--- src/inc/adc_ctrl_map.svh ---
// constant map of the converter control block: offsets, fields, counts
// assumes a 32-bit avalon-mm slave with byte addresses, one word per register
//
// Summary of operation
// RULE1: a single-ended result is the unsigned code vin*1024/vref, 0x000 at ground and 0x3ff at full scale.
// RULE2: a differential result is the two's-complement code vdiff*512/vref from 0x200 to 0x1ff, saturating at 0x1ff.
// RULE3: the finished result lands in the low and high result registers when the done flag is raised.
// RULE4: reference code 00 picks the external pin, 01 the analog supply, 10 nothing, 11 the internal 1.1V source.
// RULE5: reference and channel changes written during a conversion wait until that conversion has completed.
// RULE6: the left-justify bit repacks the presented result at once, even while a conversion runs.
// RULE7: channel codes 00000 to 00111 pick single-ended input n; 01000 to 01111 select nothing.
// RULE8: codes 10000-10111 pick inputs 0-7 against input 1; codes 11000-11101 pick inputs 0-5 against input 2.
// RULE9: channel code 11110 routes the bandgap voltage to the converter and 11111 routes ground.
// RULE10: the enable bit powers the converter; clearing it aborts a running conversion.
// RULE11: after the low result is read both result registers hold until the high result is read.
// RULE12: the first conversion after enabling takes 25 converter clocks, later ones take 13.
`ifndef ADC_CTRL_MAP_SVH
`define ADC_CTRL_MAP_SVH

`define OFS_INPUT_SELECT 8'h00
`define OFS_CONTROL_A 8'h04
`define OFS_RESULT_LOW 8'h08
`define OFS_RESULT_HIGH 8'h0c
`define OFS_IRQ_STATUS 8'h10
`define OFS_IRQ_MASK 8'h14

`define BIT_ENABLE 7
`define BIT_START 6
`define BIT_FLAG 4
`define BIT_LEFT 5
`define IRQ_DONE 0
`define IRQ_ABORT 1

`define REF_RESERVED 2'h2
`define FIRST_CONV_CYCLES 5'h19
`define NORM_CONV_CYCLES 5'h0d
`define FULL_SCALE_SE 10'h3ff
`define FULL_SCALE_DIFF 10'h1ff
`define RESET_BYTE 8'h00

`endif

--- src/inc/adc_ctrl_pkg.sv ---
// types shared by the converter control block
// assumes nothing beyond the constant map
package adc_ctrl_pkg;
    typedef enum logic [0:0] {
        ST_IDLE = 1'b0,
        ST_CONVERT = 1'b1
    } conv_state_t;

    typedef struct packed {
        logic valid;
        logic diff;
        logic bandgap;
        logic ground;
        logic [2:0] pos;
        logic [2:0] neg;
    } route_t;
endpackage

--- src/rtl/adc_mux_result_control.sv ---
// digital control around a 10-bit successive-approximation converter
// assumes an avalon-mm master on clk and an analog core that returns
// an 11-bit code asynchronously (0..1024 of full scale, offset by 512 when differential)
//
// Decided for this implementation: the Avalon-MM slave port and the register addresses.
`timescale 1ns/1ps
`include "adc_ctrl_map.svh"

module adc_mux_result_control (
    input wire logic clk,
    input wire logic rstn,
    input wire logic [7:0] address,
    input wire logic read,
    input wire logic write,
    input wire logic [31:0] writedata,
    input wire logic [3:0] byteenable,
    output logic [31:0] readdata,
    output logic waitrequest,
    output logic irq,
    input wire logic [10:0] core_code,
    output logic core_power_on,
    output logic core_sample,
    output logic [1:0] core_ref_select,
    output logic core_ref_valid,
    output logic core_channel_valid,
    output logic core_diff_mode,
    output logic core_bandgap_sel,
    output logic core_ground_sel,
    output logic [2:0] core_pos_input,
    output logic [2:0] core_neg_input
);

    // ****************************************
    // functions
    // ****************************************
    function automatic adc_ctrl_pkg::route_t decode_channel(input logic [4:0] code);
        adc_ctrl_pkg::route_t r;
        begin
            r = '0;
            if (code[4:3] == 2'b00) begin // [RULE7]
                r.valid = 1'b1;
                r.pos = code[2:0];
            end else if (code[4:3] == 2'b10) begin // [RULE8]
                r.valid = 1'b1;
                r.diff = 1'b1;
                r.pos = code[2:0];
                r.neg = 3'h1;
            end else if (code[4:3] == 2'b11 && code[2:1] != 2'b11) begin // [RULE8]
                r.valid = 1'b1;
                r.diff = 1'b1;
                r.pos = code[2:0];
                r.neg = 3'h2;
            end else if (code == 5'h1e) begin // [RULE9]
                r.valid = 1'b1;
                r.bandgap = 1'b1;
            end else if (code == 5'h1f) begin // [RULE9]
                r.valid = 1'b1;
                r.ground = 1'b1;
            end
            decode_channel = r;
        end
    endfunction

    function automatic logic [9:0] to_result(input logic [10:0] code, input logic diff);
        begin
            if (!diff) begin
                to_result = code[10] ? `FULL_SCALE_SE : code[9:0]; // [RULE1]
            end else if (code[10]) begin
                to_result = `FULL_SCALE_DIFF; // [RULE2]
            end else begin
                to_result = {~code[9], code[8:0]}; // [RULE2]
            end
        end
    endfunction

    function automatic logic [6:0] div_max(input logic [2:0] ps);
        begin
            div_max = (ps == 3'h0) ? 7'h01 : 7'((8'h01 << ps) - 8'h01);
        end
    endfunction

    // ****************************************
    // state
    // ****************************************
    logic [7:0] input_select_control;
    logic [2:0] prescale;
    logic converter_enable;
    logic conversion_start;
    logic first_pending;
    logic [1:0] irq_status;
    logic [1:0] irq_mask;
    logic [9:0] result;
    logic locked;
    logic ack;
    logic [6:0] presc_cnt;
    logic [4:0] conv_left;
    logic active_diff;
    logic [10:0] code_meta;
    logic [10:0] code_sync;
    adc_ctrl_pkg::conv_state_t state;

    // ****************************************
    // decode
    // ****************************************
    wire req = (read || write) && !ack;
    wire wr = write && ack && byteenable[0];
    wire rd = read && ack;
    wire wr_sel = wr && address == `OFS_INPUT_SELECT;
    wire wr_ctl = wr && address == `OFS_CONTROL_A;
    wire wr_sts = wr && address == `OFS_IRQ_STATUS;
    wire wr_msk = wr && address == `OFS_IRQ_MASK;
    wire rd_low = rd && address == `OFS_RESULT_LOW;
    wire rd_high = rd && address == `OFS_RESULT_HIGH;
    wire [7:0] wbyte = writedata[7:0];
    wire left_justify = input_select_control[`BIT_LEFT];
    wire [1:0] ref_select = input_select_control[7:6];
    wire [4:0] channel_select = input_select_control[4:0];
    wire adc_tick = converter_enable && presc_cnt == div_max(prescale);
    wire busy = state == adc_ctrl_pkg::ST_CONVERT;
    wire conv_done_flag = irq_status[`IRQ_DONE];
    wire abort_pulse = busy && wr_ctl && !wbyte[`BIT_ENABLE]; // [RULE10]
    // an abort on the last tick wins: no result and no done flag
    wire done_pulse = busy && converter_enable && adc_tick && conv_left == 5'h01 && !abort_pulse;
    wire start_req = wr_ctl && wbyte[`BIT_ENABLE] && wbyte[`BIT_START];
    wire [1:0] irq_set = {abort_pulse, done_pulse};
    wire [1:0] irq_clr = (wr_sts ? wbyte[1:0] : 2'h0)
                       | (wr_ctl && wbyte[`BIT_FLAG] ? 2'h1 : 2'h0);
    wire [1:0] next_irq_status = (irq_status & ~irq_clr) | irq_set;
    wire [15:0] packed_result = left_justify ? {result, 6'h00} : {6'h00, result}; // [RULE6]
    wire [7:0] ctl_read = {converter_enable, busy, 1'b0, conv_done_flag, 1'b0, prescale};
    wire [7:0] rd_byte =
        address == `OFS_INPUT_SELECT ? input_select_control :
        address == `OFS_CONTROL_A ? ctl_read :
        address == `OFS_RESULT_LOW ? packed_result[7:0] :
        address == `OFS_RESULT_HIGH ? packed_result[15:8] :
        address == `OFS_IRQ_STATUS ? {6'h00, irq_status} :
        address == `OFS_IRQ_MASK ? {6'h00, irq_mask} : 8'h00;
    wire adc_prescale_wrap = adc_tick || !converter_enable;
    wire adc_ctrl_pkg::route_t route = decode_channel(channel_select);
    wire adc_route_ok = route.valid;

    // ****************************************
    // bus slave: one wait state per access
    // ****************************************
    always_ff @(posedge clk) begin
        if (!rstn) begin
            ack <= 1'b0;
            waitrequest <= 1'b1;
            readdata <= 32'h0;
        end else begin
            ack <= req;
            waitrequest <= !req;
            if (req && read) begin
                readdata <= {24'h0, rd_byte};
            end
        end
    end

    // ****************************************
    // software registers
    // ****************************************
    always_ff @(posedge clk) begin
        if (!rstn) begin
            input_select_control <= `RESET_BYTE;
            prescale <= 3'h0;
            converter_enable <= 1'b0;
            irq_mask <= 2'h0;
            irq_status <= 2'h0;
            irq <= 1'b0;
        end else begin
            if (wr_sel) begin
                input_select_control <= wbyte;
            end
            if (wr_ctl) begin
                prescale <= wbyte[2:0];
                converter_enable <= wbyte[`BIT_ENABLE]; // [RULE10]
            end
            if (wr_msk) begin
                irq_mask <= wbyte[1:0];
            end
            irq_status <= next_irq_status;
            irq <= |(next_irq_status & irq_mask);
        end
    end

    // ****************************************
    // converter clock and conversion sequence
    // ****************************************
    always_ff @(posedge clk) begin
        if (!rstn) begin
            presc_cnt <= 7'h00;
        end else begin
            presc_cnt <= adc_prescale_wrap ? 7'h00 : 7'(presc_cnt + 7'h01);
        end
    end

    always_ff @(posedge clk) begin
        if (!rstn) begin
            state <= adc_ctrl_pkg::ST_IDLE;
            conv_left <= 5'h00;
            first_pending <= 1'b0;
            conversion_start <= 1'b0;
        end else begin
            // a start taken with the enable write uses the long count itself
            if (start_req && !busy) begin
                first_pending <= 1'b0;
            end else if (wr_ctl && wbyte[`BIT_ENABLE] && !converter_enable) begin
                first_pending <= 1'b1; // [RULE12]
            end
            case (state)
                adc_ctrl_pkg::ST_IDLE: begin
                    if (start_req) begin
                        state <= adc_ctrl_pkg::ST_CONVERT;
                        conversion_start <= 1'b1;
                        conv_left <= (first_pending || !converter_enable) ?
                            `FIRST_CONV_CYCLES : `NORM_CONV_CYCLES; // [RULE12]
                    end
                end
                adc_ctrl_pkg::ST_CONVERT: begin
                    if (!converter_enable || abort_pulse) begin
                        state <= adc_ctrl_pkg::ST_IDLE; // [RULE10]
                        conversion_start <= 1'b0;
                    end else if (adc_tick) begin
                        conv_left <= 5'(conv_left - 5'h01);
                        if (conv_left == 5'h01) begin
                            state <= adc_ctrl_pkg::ST_IDLE;
                            conversion_start <= 1'b0;
                        end
                    end
                end
                default: begin
                    state <= adc_ctrl_pkg::ST_IDLE;
                end
            endcase
        end
    end

    // ****************************************
    // analog side: selection held while converting
    // ****************************************
    always_ff @(posedge clk) begin
        if (!rstn) begin
            code_meta <= 11'h000;
            code_sync <= 11'h000;
        end else begin
            code_meta <= core_code;
            code_sync <= code_meta;
        end
    end

    always_ff @(posedge clk) begin
        if (!rstn) begin
            core_ref_select <= 2'h0;
            core_ref_valid <= 1'b1;
            core_channel_valid <= 1'b1;
            core_diff_mode <= 1'b0;
            core_bandgap_sel <= 1'b0;
            core_ground_sel <= 1'b0;
            core_pos_input <= 3'h0;
            core_neg_input <= 3'h0;
            active_diff <= 1'b0;
            core_power_on <= 1'b0;
            core_sample <= 1'b0;
        end else begin
            core_power_on <= converter_enable;
            core_sample <= busy && converter_enable;
            // start taken in idle locks what stood at that edge
            if (!busy) begin // [RULE5]
                core_ref_select <= ref_select;
                core_ref_valid <= ref_select != `REF_RESERVED; // [RULE4]
                core_channel_valid <= adc_route_ok;
                core_diff_mode <= route.diff;
                core_bandgap_sel <= route.bandgap;
                core_ground_sel <= route.ground;
                core_pos_input <= route.pos;
                core_neg_input <= route.neg;
                active_diff <= route.diff;
            end
        end
    end

    // ****************************************
    // result and read lock
    // ****************************************
    always_ff @(posedge clk) begin
        if (!rstn) begin
            result <= 10'h000;
            locked <= 1'b0;
        end else begin
            // a result finishing while locked is dropped, the flag still rises
            if (done_pulse && !locked) begin
                result <= to_result(code_sync, active_diff); // [RULE3]
            end
            if (rd_low) begin
                locked <= 1'b1; // [RULE11]
            end else if (rd_high) begin
                locked <= 1'b0;
            end
        end
    end
endmodule

--- config.mk ---
export PLATFORM = sky130hd
export DESIGN_NAME = adc_mux_result_control
export DESIGN_NICKNAME = d
export VERILOG_FILES = /design/src/inc/adc_ctrl_pkg.sv /design/src/rtl/adc_mux_result_control.sv
export VERILOG_INCLUDE_DIRS = /design/src /design/src/inc
export SDC_FILE = /design/constraint.sdc
export NUM_CORES = 1
export LEC_CHECK = 0
export BUFFER_PORTS_ARGS = -buffer_cell sky130_fd_sc_hd__buf_2
export CORE_MARGIN = 10
export CORE_UTILIZATION = 48
export DETAILED_ROUTE_END_ITERATION = 6
export PLACE_DENSITY = 0.74
export SLEW_MARGIN = 25
export SYNTH_ARGS = -nofsm -noshare
export SYNTH_HDL_FRONTEND = slang
export SYNTH_SLANG_ARGS = --single-unit
--- constraint.sdc ---
create_clock -name clk -period 3.7 [get_ports clk]
set_input_delay 0.37 -clock clk [delete_from_list [all_inputs] [get_ports clk]]
set_output_delay 0.37 -clock clk [all_outputs]
set_load 0.02 [all_outputs]
==> impl_results.md <==
* Status: finished clean
* Worst clock skew at between 0.01 and 0.015 ns
* Starting Density at between 40% and 50%
* Critical path endpoint category: flop
* Number of buffers and inverters on the critical path at 0
* Final Util at 54.0%
* Clk_lat worst skew at ~0.36 ns
* Leakage Power at roughly 1.7 nW
* Share of post-route cells with drive strength above 1 at between 15 and 20%
* Clk sinks at 88
* Die X at 111 um
* Fmax at around 400 MHz
* Die H at 111 um
* TritonCTS clock tree: done
* Flops & latches, synth at 88
* Synthesis Warnings at 0
* Post-CTS sizing at 0
* Area after DPL at between 4000 and 5000 sq um
* Actual slew at the worst max-slew pin at between 0.9 and 1 ns
* Max transition margin at about two fifths
* Total track usage at between 10 and 15%
* Final Hold Vio Count at 0
* Final Cell Area at about 4400 sq um
* Core ar. at around 8000 sq um
* Root Buffer: clkbuf_8
* GRT overflow at 0
* Layout Nets at between 500 and 600
* Crit path largest cell delay at between 0.5 and 0.6 ns
* DRC at 0
* Cells after Synth at between 400 and 500
* Ys flop type: dfxtp_1
* Top delay family on crit path: simple AND/OR/NAND/NOR gates
* Area delta synth->final at 10.7%
* Avg Inst Size Synth at ~8.9 sq um
* CP most frequent cell: and2b_1
* Die area at ~12000 sq um
* VDD IR max at ~0.25 mV
* Via count at about 3.2k
* Row cnt at 33
* Routed wire length at around 9 mm
* Setup Buffers After CTS at 0
* Number of global-route vias before repair at 3112
* Total CTS buffers at 9
* Critical path's slowest cell: and2b_1
* HP Class: in2reg
* CP startpoint kind: flop
* Clock transition at path regs at roughly 0.1 ns
* Cell breakdown of the critical path: and2b_1, o31a_1, a311o_1, nor4_2, and2b_1, mux2i_1
* Vias/cell at about 5.3
* Synth cell types at 62
* Post-synth EDFFs at 0
* Post-Syn Area at between 3000 and 4000 sq um
* Pin count of the biggest net entering global routing at between 50 and 60
* Ant. Diodes at 0
* Unrepaired setup endpoints after global routing: no
* Sequential fraction of the synthesis area at 44.6%
* Initial antenna violation count at 0
* Biggest area consumer among synthesized cells: dfxtp_1
* Synth top area cells: dfxtp_1 (45%), mux2i_1 (7.6%), buf_4 (4.9%), nor2_1 (4.7%), nand2_1 (4.0%)
* Req. time, crit path at approximately 4.0 ns
* PD cells at ~400 nW/um^2
* Ports at 108
* CTS Hold Bufs at 0
* # H-tree levels at 3
* DRT antenna net count at 0
* Async S/R FF share, synth at 0%
* Path type of the worst setup path: reg2reg
* Global-route wire length before repair at 15.0 mm
* TritonRoute pass-1 iters at 5
* Placer Congestion at 0.828
* Max Root-Sink Buffers at 2
* Most frequent cell after synthesis: dfxtp_1
* Tmin final at between 2 and 3 ns
* Crit Path Max Fanout at 10
* Port Buffers at 55
* Area share of the largest cell type after synthesis at between 40% and 50%
* Maxcap violations at 0
* Sum Neg Setup Slack at 0 ns
* Final setup violation count at 0
* CP arrival at between 2 and 3 ns
* Fin. max-slew vios at 0
* Crit share post-route at just under 70%
* HPWL after DPL at ~6.5 mm
* DRT iter0 DRCs at 205
* Wire per inst at around 15 um
* Synth top cells by count: dfxtp_1 (88), nor2_1 (49), nand2_1 (42)
* Hold slack final at around 0.20 ns
==> power by group <==
group / internal [W] / total, W / switching (W)
Combinational: 0.0000315 / 0.000108 / 0.0000760
Sequential: 0.000963 / 0.000969 / 0.00000623
Clock: 0.000268 / 0.000654 / 0.000386
==> registers in the layout (all words and copies together) (netlist names), 2 cells and up <==
| signal | count |
|---|---|
| result | 10 |
| input_select_control | 8 |
| readdata | 8 |
| irq_status | 2 |
| code_sync | 11 |
| irq_mask | 2 |
| code_meta | 11 |
| core_ref_select | 2 |
| presc_cnt | 7 |
| conv_left | 5 |
| core_pos_input | 3 |
| core_neg_input | 2 |
| prescale | 3 |
==> cell type report <==
class	count	area, sq um
clock buffers	9	124
clock inverters	7	70.1
fillers	767	3720
inverters	10	37.5
multi-input cells	321	1950
flip-flops and latches	88	1760
well taps	105	131
repair buffers	58	298
==> cell families after synthesis <==
group                    Yosys count  synth area share (%)
AND/OR/NAND/NOR                  177                  23.9
flip-flops                        88                  44.6
AO/OA/AOI/OAI                     78                  12.6
buffers and inverters             57                  8.30
multiplexers                      33                  8.46
XOR/XNOR                           5                  1.11
adder cells (fa/ha/maj)            3                 0.951
other                              1                0.0950
==> through the flow <==
stage,total power (W),worst slack [ns],instances
after global placement,0.00110,1.04,582
final,0.00173,1.14,598
after global routing,0.00180,1.00,598
after detailed placement,0.00110,0.995,582
after floorplan,0.00108,1.59,466
after CTS,0.00174,1.13,598
==> worst paths after layout <==
path                           start                 endpoint  slack, ns  cells past startpoint
max          presc_cnt[5]$_SDFF_PP0_   result[3]$_SDFFE_PN0P_       1.14                      6
min                     core_code[0]  code_meta[0]$_SDFF_PN0_       0.20                      2
max reg2reg  presc_cnt[5]$_SDFF_PP0_   result[3]$_SDFFE_PN0P_       1.14                      6
min reg2reg  code_meta[9]$_SDFF_PN0_  code_sync[9]$_SDFF_PN0_       0.44                      1
==> placed cells by master (no fill, tap or decap), types with 2 or more instances in the layout <==
cell type  Yosys  layout
a221oi_1       3       3
nand3b_1       6       6
conb_1         1      25
nor2_1        49      49
dfxtp_1       88      88
inv_1          9       9
o31a_1         2       2
buf_4         26       3
nand2b_1       3       3
mux2i_1       30      30
nand3_1       15      15
a21oi_1       22      22
nor3_4         3       3
o22ai_1        2       2
buf_2          1      55
mux2_2         3       3
nor3_1        10      10
nand2_1       42      42
and2_1        22      22
a21boi_0       2       2
clkbuf_8       0       9
or3_1          2       2
nor4_1         2       2
and2b_1        3       3
inv_6          0       2
and3_1         5       5
o21ai_0       22      22
xor2_1         4       4
o211ai_1       2       2
a211oi_1       2       2
ha_1           3       3
inv_8          0       4
nand4_1        2       2
a22oi_1        8       8
==> per-layer routing <==
metal	share of wire (%)	up-vias	GRT usage, %
li1	-	1574	-
met1	48	1452	19.1
met2	43	117	21.1
met3	7.8	13	4.71
met4	1.5	0	5.82
met5	0	-	0
Note: power is estimated with default switching activity, not from simulation.
